## src/sie_pkg.sv

```systemverilog
package sie_pkg;
  localparam logic [7:0] SFR_NAK_FLAGS_ADDR = 8'heb;
  localparam logic [7:0] SFR_CONTROL_ADDR   = 8'hec;
  localparam logic [7:0] SFR_EP0_STATUS_ADDR = 8'hed;
  localparam logic [7:0] NAK_FLAGS_RESET    = 8'h00;
  localparam logic [7:0] CONTROL_RESET      = 8'h00;
  localparam logic [7:0] EP0_STATUS_RESET   = 8'h00;
  localparam int         CTL_ENABLE_BIT     = 2;
  localparam int         CTL_VISIBLE_BIT    = 1;
  localparam int         CTL_WAKEUP_BIT     = 0;
  localparam int         STA_TOGGLE_BIT     = 3;
  localparam int         STA_SETUP_BIT      = 2;
  localparam int         STA_IN_BIT         = 1;
  localparam int         STA_OUT_BIT        = 0;
  localparam int         NUM_EP             = 5;
  localparam int         EP_SEL_W           = 3;
  localparam int         WAKEUP_MIN_MS      = 10;
  localparam int         WAKEUP_MAX_MS      = 15;

  typedef enum logic [1:0] {
    TOK_NONE  = 2'b00,
    TOK_OUT   = 2'b01,
    TOK_IN    = 2'b11,
    TOK_SETUP = 2'b10
  } token_t;

  typedef enum logic [1:0] {
    HS_NONE = 2'b00,
    HS_ACK  = 2'b01,
    HS_NAK  = 2'b11
  } handshake_t;
endpackage

```

## src/sie_token_if.sv

```systemverilog
`timescale 1ns/10ps
interface sie_token_if;
  import sie_pkg::*;
  logic                 tok_valid;
  token_t               tok_kind;
  logic [EP_SEL_W-1:0]  tok_ep;
  logic                 rx_data_valid;
  logic                 rx_toggle;
  logic [NUM_EP-1:0]    fifo_ready;
  logic                 nak_valid;
  logic [EP_SEL_W-1:0]  nak_ep;
  modport gate (input tok_valid, tok_kind, tok_ep, fifo_ready, output nak_valid, nak_ep);
  modport top  (output tok_valid, tok_kind, tok_ep, fifo_ready, input nak_valid, nak_ep, rx_data_valid, rx_toggle);
endinterface

```

## src/usb_sie_nak_ctrl_ep0_status.sv

```systemverilog
`timescale 1ns/10ps
module usb_sie_nak_ctrl_ep0_status
  import sie_pkg::*;
#(
  parameter int N = NUM_EP
) (
  input  wire logic                     mclk,
  input  wire logic                     arst_n,
  input  wire logic                     sfr_wr,
  input  wire logic                     sfr_rd,
  input  wire logic [7:0]               sfr_addr,
  input  wire logic [7:0]               sfr_wdata,
  output logic      [7:0]               sfr_rdata,
  output logic                          sfr_hit,
  input  wire logic                     tok_valid,
  input  wire sie_pkg::token_t          tok_kind,
  input  wire logic [EP_SEL_W-1:0]      tok_ep,
  input  wire logic                     rx_data_valid,
  input  wire logic                     rx_toggle,
  input  wire logic                     usb_bus_reset,
  input  wire logic                     bus_activity,
  input  wire logic                     suspended,
  input  wire logic [N-1:0]             size_write,
  input  wire logic [N-1:0]             in_sent,
  input  wire logic [N-1:0]             pair_odd,
  output sie_pkg::handshake_t           hs_kind,
  output logic                          hs_valid,
  output logic [EP_SEL_W-1:0]           hs_ep,
  output logic                          function_enable,
  output logic                          fifo_visible,
  output logic                          drive_k,
  output logic                          resume_detected_event,
  output logic                          sie_reinit,
  output logic [N-1:0]                  fifo_ready
);
  import sie_pkg::*;

  logic       rst_s1_r;
  logic       rst_n_r;
  logic [7:0] nak_r;
  logic [7:0] nak_nxt;
  logic [7:0] ctl_r;
  logic [7:0] ctl_nxt;
  logic [7:0] sta_r;
  logic [7:0] sta_nxt;
  logic [7:0] rdata_r;
  logic [7:0] rdata_nxt;
  logic       en_d_r;
  logic       en_d_nxt;
  logic       hs_valid_r;
  logic       hs_valid_nxt;
  logic       hs_nak_r;
  logic       hs_nak_nxt;
  logic [EP_SEL_W-1:0] hs_ep_r;
  logic [EP_SEL_W-1:0] hs_ep_nxt;
  logic       tok_live;
  logic [N-1:0] nak_set;

  sie_token_if tif ();

  // Reset release through two flip-flops
  always_ff @(posedge mclk or negedge arst_n) begin
    if (!arst_n) begin
      rst_s1_r <= 1'b0;
      rst_n_r  <= 1'b0;
    end else begin
      rst_s1_r <= 1'b1;
      rst_n_r  <= rst_s1_r;
    end
  end

  assign tok_live = tok_valid && ctl_r[CTL_ENABLE_BIT];

  assign tif.tok_valid     = tok_live;
  assign tif.tok_kind      = tok_kind;
  assign tif.tok_ep        = tok_ep;
  assign tif.rx_data_valid = rx_data_valid && ctl_r[CTL_ENABLE_BIT];
  assign tif.rx_toggle     = rx_toggle;
  assign tif.fifo_ready    = fifo_ready;

  in_ready_tracker #(
    .N (N)
  ) u_ready (
    .mclk       (mclk),
    .rst_n      (rst_n_r),
    .enable     (ctl_r[CTL_ENABLE_BIT]),
    .size_write (size_write),
    .sent       (in_sent),
    .ready      (fifo_ready)
  );

  in_nak_gate u_gate (
    .tok (tif.gate)
  );

  // NAK events per endpoint; paired even FIFO stays quiet
  genvar g;
  generate
    for (g = 0; g < N; g++) begin : g_nak
      if (g % 2 == 0 && g + 1 < N) begin : g_even
        assign nak_set[g] = tif.nak_valid && tif.nak_ep == EP_SEL_W'(g) && !pair_odd[g+1];
      end else begin : g_other
        assign nak_set[g] = tif.nak_valid && tif.nak_ep == EP_SEL_W'(g);
      end
    end
  endgenerate

  always_comb begin
    nak_nxt = nak_r;
    ctl_nxt = ctl_r;
    sta_nxt = sta_r;
    en_d_nxt = ctl_r[CTL_ENABLE_BIT];
    if (sfr_wr && sfr_addr == SFR_NAK_FLAGS_ADDR) begin
      nak_nxt = nak_r & sfr_wdata;
    end
    nak_nxt[N-1:0] = nak_nxt[N-1:0] | nak_set;
    nak_nxt[7:N]   = '0;
    if (sfr_wr && sfr_addr == SFR_CONTROL_ADDR) begin
      // Bus reset has no path into this register
      ctl_nxt = {5'h00, sfr_wdata[2:0]};
    end
    if (sfr_wr && sfr_addr == SFR_EP0_STATUS_ADDR && !sfr_wdata[STA_SETUP_BIT]) begin
      sta_nxt[STA_SETUP_BIT] = 1'b0;
    end
    if (tok_live && tok_ep == '0) begin
      unique case (tok_kind)
        TOK_SETUP: begin
          sta_nxt[STA_SETUP_BIT] = 1'b1;
          sta_nxt[STA_IN_BIT]    = 1'b0;
          sta_nxt[STA_OUT_BIT]   = 1'b0;
        end
        TOK_IN: begin
          sta_nxt[STA_IN_BIT]  = 1'b1;
          sta_nxt[STA_OUT_BIT] = 1'b0;
        end
        TOK_OUT: begin
          sta_nxt[STA_OUT_BIT] = 1'b1;
          sta_nxt[STA_IN_BIT]  = 1'b0;
        end
        TOK_NONE: begin
        end
      endcase
    end
    if (tif.rx_data_valid && tok_ep == '0) begin
      sta_nxt[STA_TOGGLE_BIT] = tif.rx_toggle;
    end
    // Engine restarts on the rising enable
    if (ctl_r[CTL_ENABLE_BIT] && !en_d_r) begin
      sta_nxt = EP0_STATUS_RESET;
    end
    sta_nxt[7:4] = 4'h0;
  end

  always_comb begin
    hs_valid_nxt = tok_live && tok_kind == TOK_IN;
    hs_nak_nxt   = tif.nak_valid;
    hs_ep_nxt    = tok_ep;
    rdata_nxt    = rdata_r;
    if (sfr_rd) begin
      unique case (sfr_addr)
        SFR_NAK_FLAGS_ADDR:  rdata_nxt = nak_r;
        SFR_CONTROL_ADDR:    rdata_nxt = ctl_r;
        SFR_EP0_STATUS_ADDR: rdata_nxt = sta_r;
        default:             rdata_nxt = 8'h00;
      endcase
    end
  end

  always_ff @(posedge mclk or negedge rst_n_r) begin
    if (!rst_n_r) begin
      nak_r      <= NAK_FLAGS_RESET;
      ctl_r      <= CONTROL_RESET;
      sta_r      <= EP0_STATUS_RESET;
      en_d_r     <= 1'b0;
      rdata_r    <= 8'h00;
      hs_valid_r <= 1'b0;
      hs_nak_r   <= 1'b0;
      hs_ep_r    <= '0;
    end else begin
      nak_r      <= nak_nxt;
      ctl_r      <= ctl_nxt;
      sta_r      <= sta_nxt;
      en_d_r     <= en_d_nxt;
      rdata_r    <= rdata_nxt;
      hs_valid_r <= hs_valid_nxt;
      hs_nak_r   <= hs_nak_nxt;
      hs_ep_r    <= hs_ep_nxt;
    end
  end

  assign sfr_rdata       = rdata_r;
  assign sfr_hit         = sfr_addr == SFR_NAK_FLAGS_ADDR || sfr_addr == SFR_CONTROL_ADDR
                           || sfr_addr == SFR_EP0_STATUS_ADDR;
  assign hs_valid        = hs_valid_r;
  assign hs_kind         = !hs_valid_r ? HS_NONE : (hs_nak_r ? HS_NAK : HS_ACK);
  assign hs_ep           = hs_ep_r;
  assign function_enable = ctl_r[CTL_ENABLE_BIT];
  assign fifo_visible    = ctl_r[CTL_VISIBLE_BIT];
  assign drive_k         = ctl_r[CTL_WAKEUP_BIT];
  // Own K drive masked from resume detection
  assign resume_detected_event = suspended && bus_activity && !ctl_r[CTL_WAKEUP_BIT];
  assign sie_reinit      = ctl_r[CTL_ENABLE_BIT] && !en_d_r;
endmodule

```

## src/in_ready_tracker.sv

```systemverilog
`timescale 1ns/10ps
module in_ready_tracker
  import sie_pkg::*;
#(
  parameter int N = NUM_EP
) (
  input  wire logic          mclk,
  input  wire logic          rst_n,
  input  wire logic          enable,
  input  wire logic [N-1:0]  size_write,
  input  wire logic [N-1:0]  sent,
  output logic      [N-1:0]  ready
);
  logic [N-1:0] ready_r;
  logic [N-1:0] ready_nxt;

  // Ready set by size write, dropped once the packet went out
  always_comb begin
    for (int i = 0; i < N; i++) begin
      if (!enable) begin
        ready_nxt[i] = 1'b0;
      end else if (size_write[i]) begin
        ready_nxt[i] = 1'b1;
      end else if (sent[i]) begin
        ready_nxt[i] = 1'b0;
      end else begin
        ready_nxt[i] = ready_r[i];
      end
    end
  end

  always_ff @(posedge mclk or negedge rst_n) begin
    if (!rst_n) begin
      ready_r <= '0;
    end else begin
      ready_r <= ready_nxt;
    end
  end

  assign ready = ready_r;
endmodule

```

## src/in_nak_gate.sv

```systemverilog
`timescale 1ns/10ps
module in_nak_gate
  import sie_pkg::*;
(
  sie_token_if.gate tok
);
  // IN to an unready FIFO is answered with NAK
  always_comb begin
    tok.nak_valid = tok.tok_valid && tok.tok_kind == TOK_IN
                    && tok.tok_ep < EP_SEL_W'(NUM_EP) && !tok.fifo_ready[tok.tok_ep];
    tok.nak_ep    = tok.tok_ep;
  end
endmodule

```

## config.mk

```make
export PLATFORM = sky130hd
export DESIGN_NAME = usb_sie_nak_ctrl_ep0_status
export DESIGN_NICKNAME = d
export VERILOG_FILES = /design/src/sie_pkg.sv /design/src/sie_token_if.sv /design/src/usb_sie_nak_ctrl_ep0_status.sv /design/src/in_ready_tracker.sv /design/src/in_nak_gate.sv
export SDC_FILE = /design/constraint.sdc
export NUM_CORES = 1
export LEC_CHECK = 0
export ABC_AREA = 1
export CELL_PAD_IN_SITES_DETAIL_PLACEMENT = 1
export CELL_PAD_IN_SITES_GLOBAL_PLACEMENT = 1
export CORE_MARGIN = 2
export CORE_UTILIZATION = 43
export CTS_CLUSTER_DIAMETER = 60
export CTS_CLUSTER_SIZE = 14
export DETAILED_ROUTE_END_ITERATION = 12
export DONT_BUFFER_PORTS = 1
export GPL_ROUTABILITY_DRIVEN = 0
export GPL_TIMING_DRIVEN = 0
export PLACE_DENSITY_LB_ADDON = 0.1
export SETUP_SLACK_MARGIN = 0.05
export SLEW_MARGIN = 20
export SYNTH_ARGS = -nofsm -noshare
export SYNTH_HDL_FRONTEND = slang
export SYNTH_HIERARCHICAL = 1
export SYNTH_SLANG_ARGS = --single-unit
```

## constraint.sdc

```tcl
create_clock -name mclk -period 1 [get_ports mclk]
set_input_delay 0.1 -clock mclk [delete_from_list [all_inputs] [get_ports mclk]]
set_output_delay 0.1 -clock mclk [all_outputs]
set_load 0.005 [all_outputs]
```

# ---- After elaboration in Yosys (flattened, before gate mapping)
# Cells that the tools add are included.
dict set report totals {
  ram_bits 0
  n_memories 0
  input_bits 46
  latchBits 0
  out_inout_bits 25
  mem_bits_ro 0
  elab_cells 97
  register_bits 33
}
dict set report classes {
  n_addsub 0
  n_bitwise 2
  div 0
  mux 27
  n_mul 0
  shifts 0
  magnitude_cmp 2
  reduce_logical 34
  n_eq_ne 15
}
# cell count
set ops {}
lappend ops {{equality test 8 bit, second input constant} 3}
lappend ops {{logical AND 1 bit} 21}
lappend ops {{2-to-1 mux 1 bit} 19}
lappend ops {{!= test 3 bit, second input constant} 5}
lappend ops {{case mux 5 bit (3 select lines)} 1}
lappend ops {{equality test 3 x 2 -> 1 bit, second input constant} 2}
lappend ops {{logical NOT 1 bit} 6}
lappend ops {{case mux 2 bit (3 select lines)} 1}
lappend ops {{bitwise AND 5 bit} 1}
lappend ops {{2-to-1 mux 5 bit} 1}
lappend ops {{bitwise OR 5 bit} 1}
lappend ops {{equality test 2 bit, second input constant} 2}
lappend ops {{less-than comparator 3 x 4 -> 1 bit, second input constant} 1}
lappend ops {{2-to-1 mux 2 bit} 2}
lappend ops {{2-to-1 mux 4 bit} 1}
lappend ops {{nonzero test 2 bit} 2}
lappend ops {{nonzero test 4 bit} 1}
lappend ops {{binary-select mux 1 bit (select 3 bit)} 1}
lappend ops {{equality test 3 x 1 -> 1 bit, second input constant} 1}
lappend ops {{equality test 3 bit, second input constant} 1}
lappend ops {{logical NOT 3 bit} 1}
lappend ops {{less-than comparator 3 bit, second input constant} 1}
lappend ops {{2-to-1 mux 3 bit} 1}
lappend ops {{equality test 2 x 1 -> 1 bit, second input constant} 1}
lappend ops {{other kinds (2)} 3}

# ---- Longest topological paths before layout
# Gate-level depths: netlist of the first run.
dict set report logic_depth {
  depth_word 7
  depth_mapped 10
  depth_no_buf 10
}

# ---- Modules after synthesis
# The synthesis of the first run kept the hierarchy.
# module cells_each seq_area_each_um2 n_inst area_per_inst_um2
set modules_own_cells {}
lappend modules_own_cells {usb_sie_nak_ctrl_ep0_status 151 625.6 1 1260.0}
lappend modules_own_cells {in_ready_tracker 26 125.1 1 210.2}
lappend modules_own_cells {in_nak_gate 21 0.0 1 93.8}

# ---- Least setup slack after synthesis of the first run
# OpenSTA, ideal clock, no wires.
dict set report synth_timing {
  path_kind {register to register}
  startpoint {register ctl_r[2]}
  endpoint {register nak_r[0]}
  stages_incl_launch_ff 11
  arrival_ns 1.349
  period_less_slack_ns 1.414
  setup_ns 0.065
  path_buffers 0
  path_slack_ns -0.414
  required_ns 0.935
  path_cell_list {dfrtp_1 nand2_1 inv_1 nand3_1 nor2_1 nand2_1 nor2_1 inv_1 nor2_1 nand3b_1 nand2_1}
}
dict set report synth_between {
  elab_chain_len 7
}
# item line
set synth_rtl {}
lappend synth_rtl {{from (decl)} usb_sie_nak_ctrl_ep0_status.sv:42} ;# logic [7:0] ctl_r;
lappend synth_rtl {{from (signal assigned)} usb_sie_nak_ctrl_ep0_status.sv:181} ;# ctl_r <= ctl_nxt;
lappend synth_rtl {{logical AND 1 bit} usb_sie_nak_ctrl_ep0_status.sv:72} ;# assign tok_live = tok_valid && ctl_r[CTL_ENABLE_BIT];
lappend synth_rtl {{net tif.tok_valid} sie_token_if.sv:4} ;# logic tok_valid;
lappend synth_rtl {{logical AND 1 bit} in_nak_gate.sv:9} ;# tok.nak_valid = tok.tok_valid && tok.tok_kind == TOK_IN
lappend synth_rtl {{logical AND 1 bit (2 in a row)} in_nak_gate.sv:10} ;# && tok.tok_ep < EP_SEL_W'(NUM_EP) && !tok.fifo_ready[tok.tok_ep];
lappend synth_rtl {{net hs_nak_nxt} usb_sie_nak_ctrl_ep0_status.sv:53} ;# logic hs_nak_nxt;
lappend synth_rtl {{logical AND 1 bit (2 in a row)} usb_sie_nak_ctrl_ep0_status.sv:101} ;# assign nak_set[g] = tif.nak_valid && tif.nak_ep == EP_SEL_W'(g) && !pair_odd[g+1];
lappend synth_rtl {{bitwise OR 5 bit} usb_sie_nak_ctrl_ep0_status.sv:116} ;# nak_nxt[N-1:0] = nak_nxt[N-1:0] | nak_set;
lappend synth_rtl {{net nak_nxt[0]} usb_sie_nak_ctrl_ep0_status.sv:41} ;# logic [7:0] nak_nxt;
lappend synth_rtl {{to (signal assigned)} usb_sie_nak_ctrl_ep0_status.sv:180} ;# nak_r <= nak_nxt;
lappend synth_rtl {{to (decl)} usb_sie_nak_ctrl_ep0_status.sv:40} ;# logic [7:0] nak_r;
# The timed path passes the listed nets, and every way through them passes these cells.
# A chain may end at the register's enable or synchronous reset.

# ---- Worst setup path after layout of the first run
# Same ends and word-level chain as after synthesis.

==> flow_summary.ini, run 1 <==
[yosys]
synthMuxAreaShare = 0
syn-cell-area_um2 = 1564
ys_seq_area_frac = 0.4800
synth_xor_area_frac = 0
synth_compound_area_frac = 0.07760
synth_top_family_by_area = simple AND/OR/NAND/NOR gates
synthAdderAreaFrac = 0.02400
yosys_warnings = 6
synthCells = 198
synth.distinct_cells = 21
synth.avg_cell_area_um2 = 7.899
synth-simple-area-share = 0.2904
ys_ff_latch = 30

[sta]
hold_ws_ps = 14.60
tightest_slew_ps = 616.3
slew_viol_final = 0
rsz0062_at_grt = true
slew_headroom = 0.5892
fin_crit_ps = 1401
worst_slack_ps = -401.5
hold_violations = 0
finalSetupTns_ps = -3249
fmax_mhz = 713.5
final.setup_skew_ps = 9.242
fin_crit_sh = 1.401
finalSetupViolations = 13

[status]
violations = negative setup slack
status = finished, violations left

[setup_path]
timing.rr.end = nak_r[0]
cp_top_family = simple AND/OR/NAND/NOR gates
worst-path-buf-inv = 2
arrival_ps = 1680
crit_cells = 10
critical-path-slowest-cell = dfrtp_2
endpoint_kind = register
crit_start = ctl_r[2]
cp-start-kind = register
slowest_delay_ps = 480
path_cells = nand2_4 -> inv_2 -> nand3_2 -> nor2_2 -> nand2_1 -> nor2_2 -> inv_2 -> nor2_4 -> nand3b_1 -> nand2_1
worstPathRequired_ps = 1280
r2r_start = ctl_r[2]
r2r_cells = 10
crit_fanout = 7
r2r_slack_ps = -400
worstSetupPathType = reg -> reg
cp-endpoint = nak_r[0]

[worst_hold_path]
hp-class = in -> reg

[global_routing]
grt_overflow_total = 0
grt_start_max_net_pins = 29
grt_pass1_vias = 1563
grt_usage = 0.2221
antenna_found_initial = 0
grt_pass1_wl_um = 7079

[drt]
drt-total-wl_um = 4377
ant_nets = 0
firstDrtPassIters = 4
vias_per_cell = 5.053
drc = 0
wire_per_inst_um = 15.47
drtIter0Drc = 47
vias = 1430

[final_layout]
layout_commonest_cell = nand2_1
syn2layout_area_growth_pct = 31.68
drive_gt1_frac = 0.2236
num_antenna_cells = 0
fin_nets = 285
mostFrequentLayoutCells = nand2_1, dfrtp_1, inv_1
fin_area_um2 = 2059

[clock_network]
clk_latency_ps = 330
root_buffer = clkbuf_4
htreeDepth = 2
clock_tree.buffer_depth = 2
clkSinkCount = 30
cts_tree = done
clk_pin_slew_ps = 110
cts_buffers = 5

[job]
cap_violations = 0

[die]
core-area_um2 = 3416
die_w_um = 64.31
num_rows = 21
die_area_um2 = 4136
io_pins = 71
dieHeight_um = 64.31
start_util = 0.4579

[placed_design]
port_buffers = 0
preCtsSetupSlack_ps = -537.6
hpwlAfterDp_um = 2951
place_area_um2 = 1642

[power]
powerDensity_nw_per_um2 = 1281
p_leak_nw = 1.048
ir_drop_uv = 714.4
total_power_mw = 2.638
## kinds of logic (layout without fill, tap and decap cells)
group / Yosys count / count (layout)
AO/OA/AOI/OAI: 22 / 22
adder cells (fa/ha/maj): 3 / 3
buffers and inverters: 40 / 77
flip-flops: 30 / 30
other: 2 / 4
AND/OR/NAND/NOR: 101 / 101
## power breakdown
part           internal, mW  leakage [nW]  switching, mW  total, mW
clock network         0.338        0.0343          0.456      0.794
logic                 0.209         0.639          0.225      0.434
registers              1.31         0.375         0.0962       1.41
total                  1.86          1.05          0.777       2.64
## cell type report
class	instances	area (um^2)
plain buffers	9	75.07
clock buffers	6	51.30
clock inverters	2	12.51
fillers	423	1356
inverters	31	121.4
multi-input cells	130	706.9
flip-flops and latches	30	753.2
well taps	46	57.56
repair buffers	29	281.5
## flip-flops by register name, summed over array words and instances (netlist names)
signal and cells:
en_d_r 1, u_ready/ready 5, sfr_rdata 5, nak_r 5, hs_valid 1, hs_nak_r 1
rst_n_r 1, hs_ep 3, sta_r 4, ctl_r 3, rst_s1_r 1
## what timing repair did
action | 4_1_cts | 5_1_grt
setup buffers | 3 | 2
endpoints found under the setup margin | 42 | 15
hold buffers | 24 | 0
hold endpoints to repair | 24 | 0
gates cloned | 0 | 0
resized for setup | 12 | 8
pin swaps | 12 | 9
## Yosys cell counts, drive strengths merged
| cell type | number | share of area |
|---|---|---|
| buf | 9 | 0.046 |
| ha | 3 | 0.024 |
| dfrtp | 30 | 0.48 |
| conb | 2 | 0.0048 |
| nand2 | 59 | 0.14 |
| nor2 | 15 | 0.054 |
| or2 | 1 | 0.0040 |
| clkinv | 1 | 0.0056 |
| nand3 | 24 | 0.083 |
| inv | 30 | 0.072 |
| o21ai | 15 | 0.055 |
| a21oi | 7 | 0.022 |
| nand3b | 1 | 0.0048 |
| nor3 | 1 | 0.0032 |
## metrics by stage
stage,cells,util
after detailed placement,246,0.4806
after global routing,283,0.6029
after floorplan,200,-
after CTS,281,0.5908
after global placement,246,0.4806
final,283,0.6029
## worst min path at each step
| stage | start | to | slack (ps) | cells past startpoint |
|---|---|---|---|---|
| after floorplan | arst_n | rst_n_r | -200 | 0 |
| after global placement | arst_n | rst_s1_r | -200 | 0 |
| after detailed placement | arst_n | rst_s1_r | -200 | 0 |
| after CTS | tok_ep[1] | nak_r[3] | 10 | 3 |
| after global routing | tok_valid | hs_valid | 20 | 3 |
| final | tok_ep[1] | nak_r[3] | 10 | 3 |
## worst reg2reg max path, delay by kind of cell (launching register included)
family                 cells  cell delay, ps
flip-flops                 1             480
buffers and inverters      2             110
AND/OR/NAND/NOR            8             770
## metal layers
layer / share of wire / vias up / track usage
met5: 0 / - / 0
met4: 0.029 / 0 / 0.09574
met3: 0.053 / 13 / 0.05810
met2: 0.54 / 54 / 0.4167
met1: 0.38 / 686 / 0.2302
li1: - / 677 / -
Note: power is estimated with default switching activity, not from simulation.
==> inputs of run 2 (changes only) <==
GPL_TIMING_DRIVEN = default   (was 0)
==> run 2 against run 1 <==
  * The run still ends with negative setup slack left
  * Die area did not move
  * Worst hold slack got worse by 9.9 ps
  * Final area grew 6.3%
  * Non-clock buffer count grew 8
  * Flip-flop and latch count unchanged
  * Clock skew is 14 ps higher
  * Highest routed layer unchanged
==> flow_summary.ini, run 2 (synthesis gave the netlist of run 1 again) <==
[setup_path]
cp-start-kind = register
slowest_delay_ps = 430
critical-path-slowest-cell = dfrtp_2
endpoint_kind = register
worstPathRequired_ps = 1300
path_common_cell = nand2_2
crit_fanout = 4
path_cells = nand2_2 -> inv_1 -> nand3_1 -> nor2_1 -> nand2_1 -> nor2_2 -> inv_2 -> nor2_4 -> nand3_2 -> nand2_2
worstSetupPathType = reg -> reg
arrival_ps = 1670

[sta]
final.setup_skew_ps = 22.84
fin_crit_sh = 1.375
hold_ws_ps = 4.699
fmax_mhz = 727.4
rsz0062_at_grt = true
fin_crit_ps = 1375
finalSetupViolations = 22
worst_slack_ps = -374.8
hold_violations = 0
slew_viol_final = 0

[global_routing]
met2_usage = 0.5143
grtUsageMet3 = 0.05986
grt_pass1_vias = 1630
antenna_found_initial = 0
grt_usage = 0.2564
grt_overflow_total = 0
grt_start_max_net_pins = 29
met1_usage = 0.2523
grt_pass1_wl_um = 7845
grt.busiest_layer = met2

[job]
cap_violations = 0

[power]
ir_drop_uv = 808.5
p_leak_nw = 1.102
powerDensity_nw_per_um2 = 1286

[worst_hold_path]
hp-class = in -> reg

[die]
num_rows = 21
io_pins = 71
start_util = 0.4579
core-area_um2 = 3416
die_area_um2 = 4136
dieHeight_um = 64.31
die_w_um = 64.31

[clock_network]
cts_buffers = 5
clkSinkCount = 30
root_buffer = clkbuf_4
clk_latency_ps = 360
clock_tree.buffer_depth = 2
htreeDepth = 2
clk_pin_slew_ps = 110
cts_tree = done

[drt]
firstDrtPassIters = 4
ant_nets = 0
drt-total-wl_um = 5203
wire_per_inst_um = 17.88
vias = 1489
drc = 0
drtIter0Drc = 42
vias_per_cell = 5.117

[status]
status = finished, violations left
violations = negative setup slack

[final_layout]
mostFrequentLayoutCells = nand2_1, dfrtp_1, inv_1
num_antenna_cells = 0
syn2layout_area_growth_pct = 39.92
instances_no_fill = 291
drive_gt1_frac = 0.2776
layout_commonest_cell = nand2_1
fin_nets = 293

[placed_design]
hpwlAfterDp_um = 3039
port_buffers = 0
dp.cells = 251
==> run 2: cell count changes in the layout (fill, tap and decap cells not counted), sizes merged <==
cell	before	now
buf	14	22
clkinvlp	1	2
inv	30	29
==> run 2: area by class of cell <==
class,instances,area [um^2]
repair buffers,46,462.9
clock buffers,6,51.30
multi-input cells,130,726.9
well taps,46,57.56
fillers,415,1227
clock inverters,2,12.51
flip-flops and latches,30,752.0
inverters,31,125.1
==> run 2: report_power, final <==
group | internal (mW) | total, mW | switching (mW)
clock network | 0.338 | 0.849 | 0.511
logic | 0.275 | 0.579 | 0.303
registers | 1.31 | 1.39 | 0.0711
total | 1.93 | 2.81 | 0.885
==> run 2: worst max-delay path: cells and delay by family, from the launching register on <==
family        cells  cell delay [ps]
buf+inv           2              120
flops             1              430
simple gates      8              780
==> run 2: layer usage <==
layer / share of wire / wire [um]
met1: 0.35 / 1842
met2: 0.56 / 2908
met3: 0.060 / 313
met4: 0.027 / 138
met5: 0 / 0
==> run 2: path summary, 6_finish.rpt <==
kind / endpoint / slack [ps] / from / cells after the start
max reg2reg: nak_r[1] / -370 / ctl_r[2] / 10
min reg2reg: hs_ep[1] / 200 / rst_n_r / 1
max in group asynchronous: rst_n_r / 360 / arst_n / 2
max: nak_r[1] / -370 / ctl_r[2] / 10
min in group asynchronous: hs_ep[1] / 200 / rst_n_r / 1
min: nak_r[4] / 5 / sfr_wr / 3
==> run 2: what timing repair did <==
action                     in CTS  in global routing
pin swaps                      16                 12
gates resized for setup        12                 24
hold buffers                   24                  0
hold endpoints to repair       25                  0
setup buffers                   5                  4
setup endpoints to repair      19                 26
==> run 2: stage by stage <==
step                total power, mW  cell area, um^2  setup TNS [ps]    util  setup WS (ps)
floorplan                     1.636             1584           -1226       -         -236.1
CTS                           2.696             2073           -2440  0.6070         -308.9
detailed placement            1.749             1688           -2166  0.4941         -284.6
global placement              1.725             1688           -1464  0.4941         -186.2
finish                        2.813             2188           -3496  0.6407         -374.8
global route                  2.921             2188           -4675  0.6407         -433.3
==> inputs of run 3 (changes only) <==
==> constraint.sdc (replaced) <==
create_clock -name mclk -period 1 [get_ports mclk]
set_input_delay 0.15 -clock mclk [delete_from_list [all_inputs] [get_ports mclk]]
set_output_delay 0.15 -clock mclk [all_outputs]
set_load 0.005 [all_outputs]
==> run 3 against run 2 <==
  * The flow still finishes with violations (negative setup slack)
  * Total power is 2.7% lower
  * Sequential share of layout area grew 0.60 points
  * Clock skew is 11 ps lower
  * Non-clock buffer count shrank 1
  * First-iteration DRC count down 31%
  * Flip-flop and latch count is the same
  * Count of clock-buffer cells in the layout did not move
==> flow_summary.ini, run 3 (synthesis gave the netlist of run 1 again) <==
[status]
status = finished, violations left
violations = negative setup slack

[setup_path]
crit_fanout = 4
endpoint_kind = register
arrival_ps = 1640
worstSetupPathType = reg -> reg
cp-start-kind = register
worstPathRequired_ps = 1280

[placed_design]
port_buffers = 0
dp.cells = 251
preCtsSetupSlack_ps = -272.6
hpwlAfterDp_um = 2993

[global_routing]
grt_pass1_wl_um = 7838
grt_usage = 0.2550
grt_start_max_net_pins = 29
grt_overflow_total = 0
grt_pass1_vias = 1614
antenna_found_initial = 0

[sta]
finalSetupTns_ps = -3007
fin_crit_ps = 1359
fin_crit_sh = 1.359
worst_slack_ps = -358.9
slew_viol_final = 0
fmax_mhz = 735.9
hold_violations = 0
hold_ws_ps = 13.71
final.setup_skew_ps = 11.56
rsz0062_at_grt = true
finalSetupViolations = 19

[drt]
ant_nets = 0
drc = 0
vias = 1455
vias_per_cell = 5.017
drtIter0Drc = 29
drt-total-wl_um = 5086
firstDrtPassIters = 4
wire_per_inst_um = 17.54

[die]
num_rows = 21
die_w_um = 64.31
start_util = 0.4579
core-area_um2 = 3416
die_area_um2 = 4136
dieHeight_um = 64.31
io_pins = 71

[power]
ir_drop_uv = 840.0
powerDensity_nw_per_um2 = 1273
total_power_mw = 2.737
p_leak_nw = 1.105

[job]
cap_violations = 0

[clock_network]
htreeDepth = 2
cts_tree = done
root_buffer = clkbuf_4
cts_buffers = 5
clk_latency_ps = 340
clock_tree.buffer_depth = 2
clkSinkCount = 30
clk_pin_slew_ps = 100

[final_layout]
mostFrequentLayoutCells = nand2_1, dfrtp_1, inv_1
fin_nets = 292
syn2layout_area_growth_pct = 37.52
layout_commonest_cell = nand2_1
drive_gt1_frac = 0.2500
instances_no_fill = 290
num_antenna_cells = 0

[worst_hold_path]
hp-class = in -> reg
[run 3: worst max-delay path, cell delays in order (launching register included)]
cell     delay, ps
dfrtp_2        410
nand2_2         80
inv_2           60
nand3_2         50
nor2_1         100
nand2_1         70
nor2_2         120
inv_2           70
nor2_4         160
nand3_1        110
nand2_1         80
[run 3: power breakdown]
group	total (mW)	switching, mW	internal (mW)
Combinational	0.543	0.284	0.259
Sequential	1.38	0.0615	1.31
Clock	0.818	0.480	0.338
[run 3: what timing repair did]
action / 4_1_cts / 5_1_grt
pin swaps: 17 / 6
buffers inserted: 6 / 3
hold buffers: 23 / 1
resized for setup: 15 / 15
cloned: 0 / 0
setup endpoints to repair: 19 / 28
hold endpoints to repair: 24 / 1
[run 3: area by class of cell]
| type | count | area, um^2 |
|---|---|---|
| clock buffer | 6 | 51.30 |
| clock inverter | 2 | 12.51 |
| fill | 422 | 1265 |
| inverter | 31 | 123.9 |
| multi-input combinational | 130 | 701.9 |
| sequential | 30 | 752.0 |
| tap | 46 | 57.56 |
| timing repair buffer | 45 | 451.7 |
[run 3: per-layer routing]
metal	part of all wire	track usage	up-vias	wire, um
met3	0.044	0.05986	8	223
met5	0	0	-	0
met1	0.38	0.2650	703	1912
li1	-	-	695	-
met2	0.57	0.4974	49	2881
met4	0.014	0.07979	0	69
[run 3: path summary, 6_finish.rpt]
kind | start | end | slack [ps] | depth (start not counted)
max | ctl_r[2] | nak_r[1] | -360 | 10
min | sfr_rd | sfr_rdata[3] | 10 | 3
max reg2reg | ctl_r[2] | nak_r[1] | -360 | 10
min reg2reg | rst_n_r | sfr_rdata[2] | 220 | 1
max in group asynchronous | rst_n_r | ctl_r[2] | 590 | 1
min in group asynchronous | arst_n | rst_s1_r | 40 | 1
[run 3: per-stage QoR]
step                      area, um^2    util
final                           2151  0.6297
after global routing            2151  0.6297
after CTS                       2061  0.6033
after detailed placement        1688  0.4941
after global placement          1688  0.4941
after floorplan                 1584       -
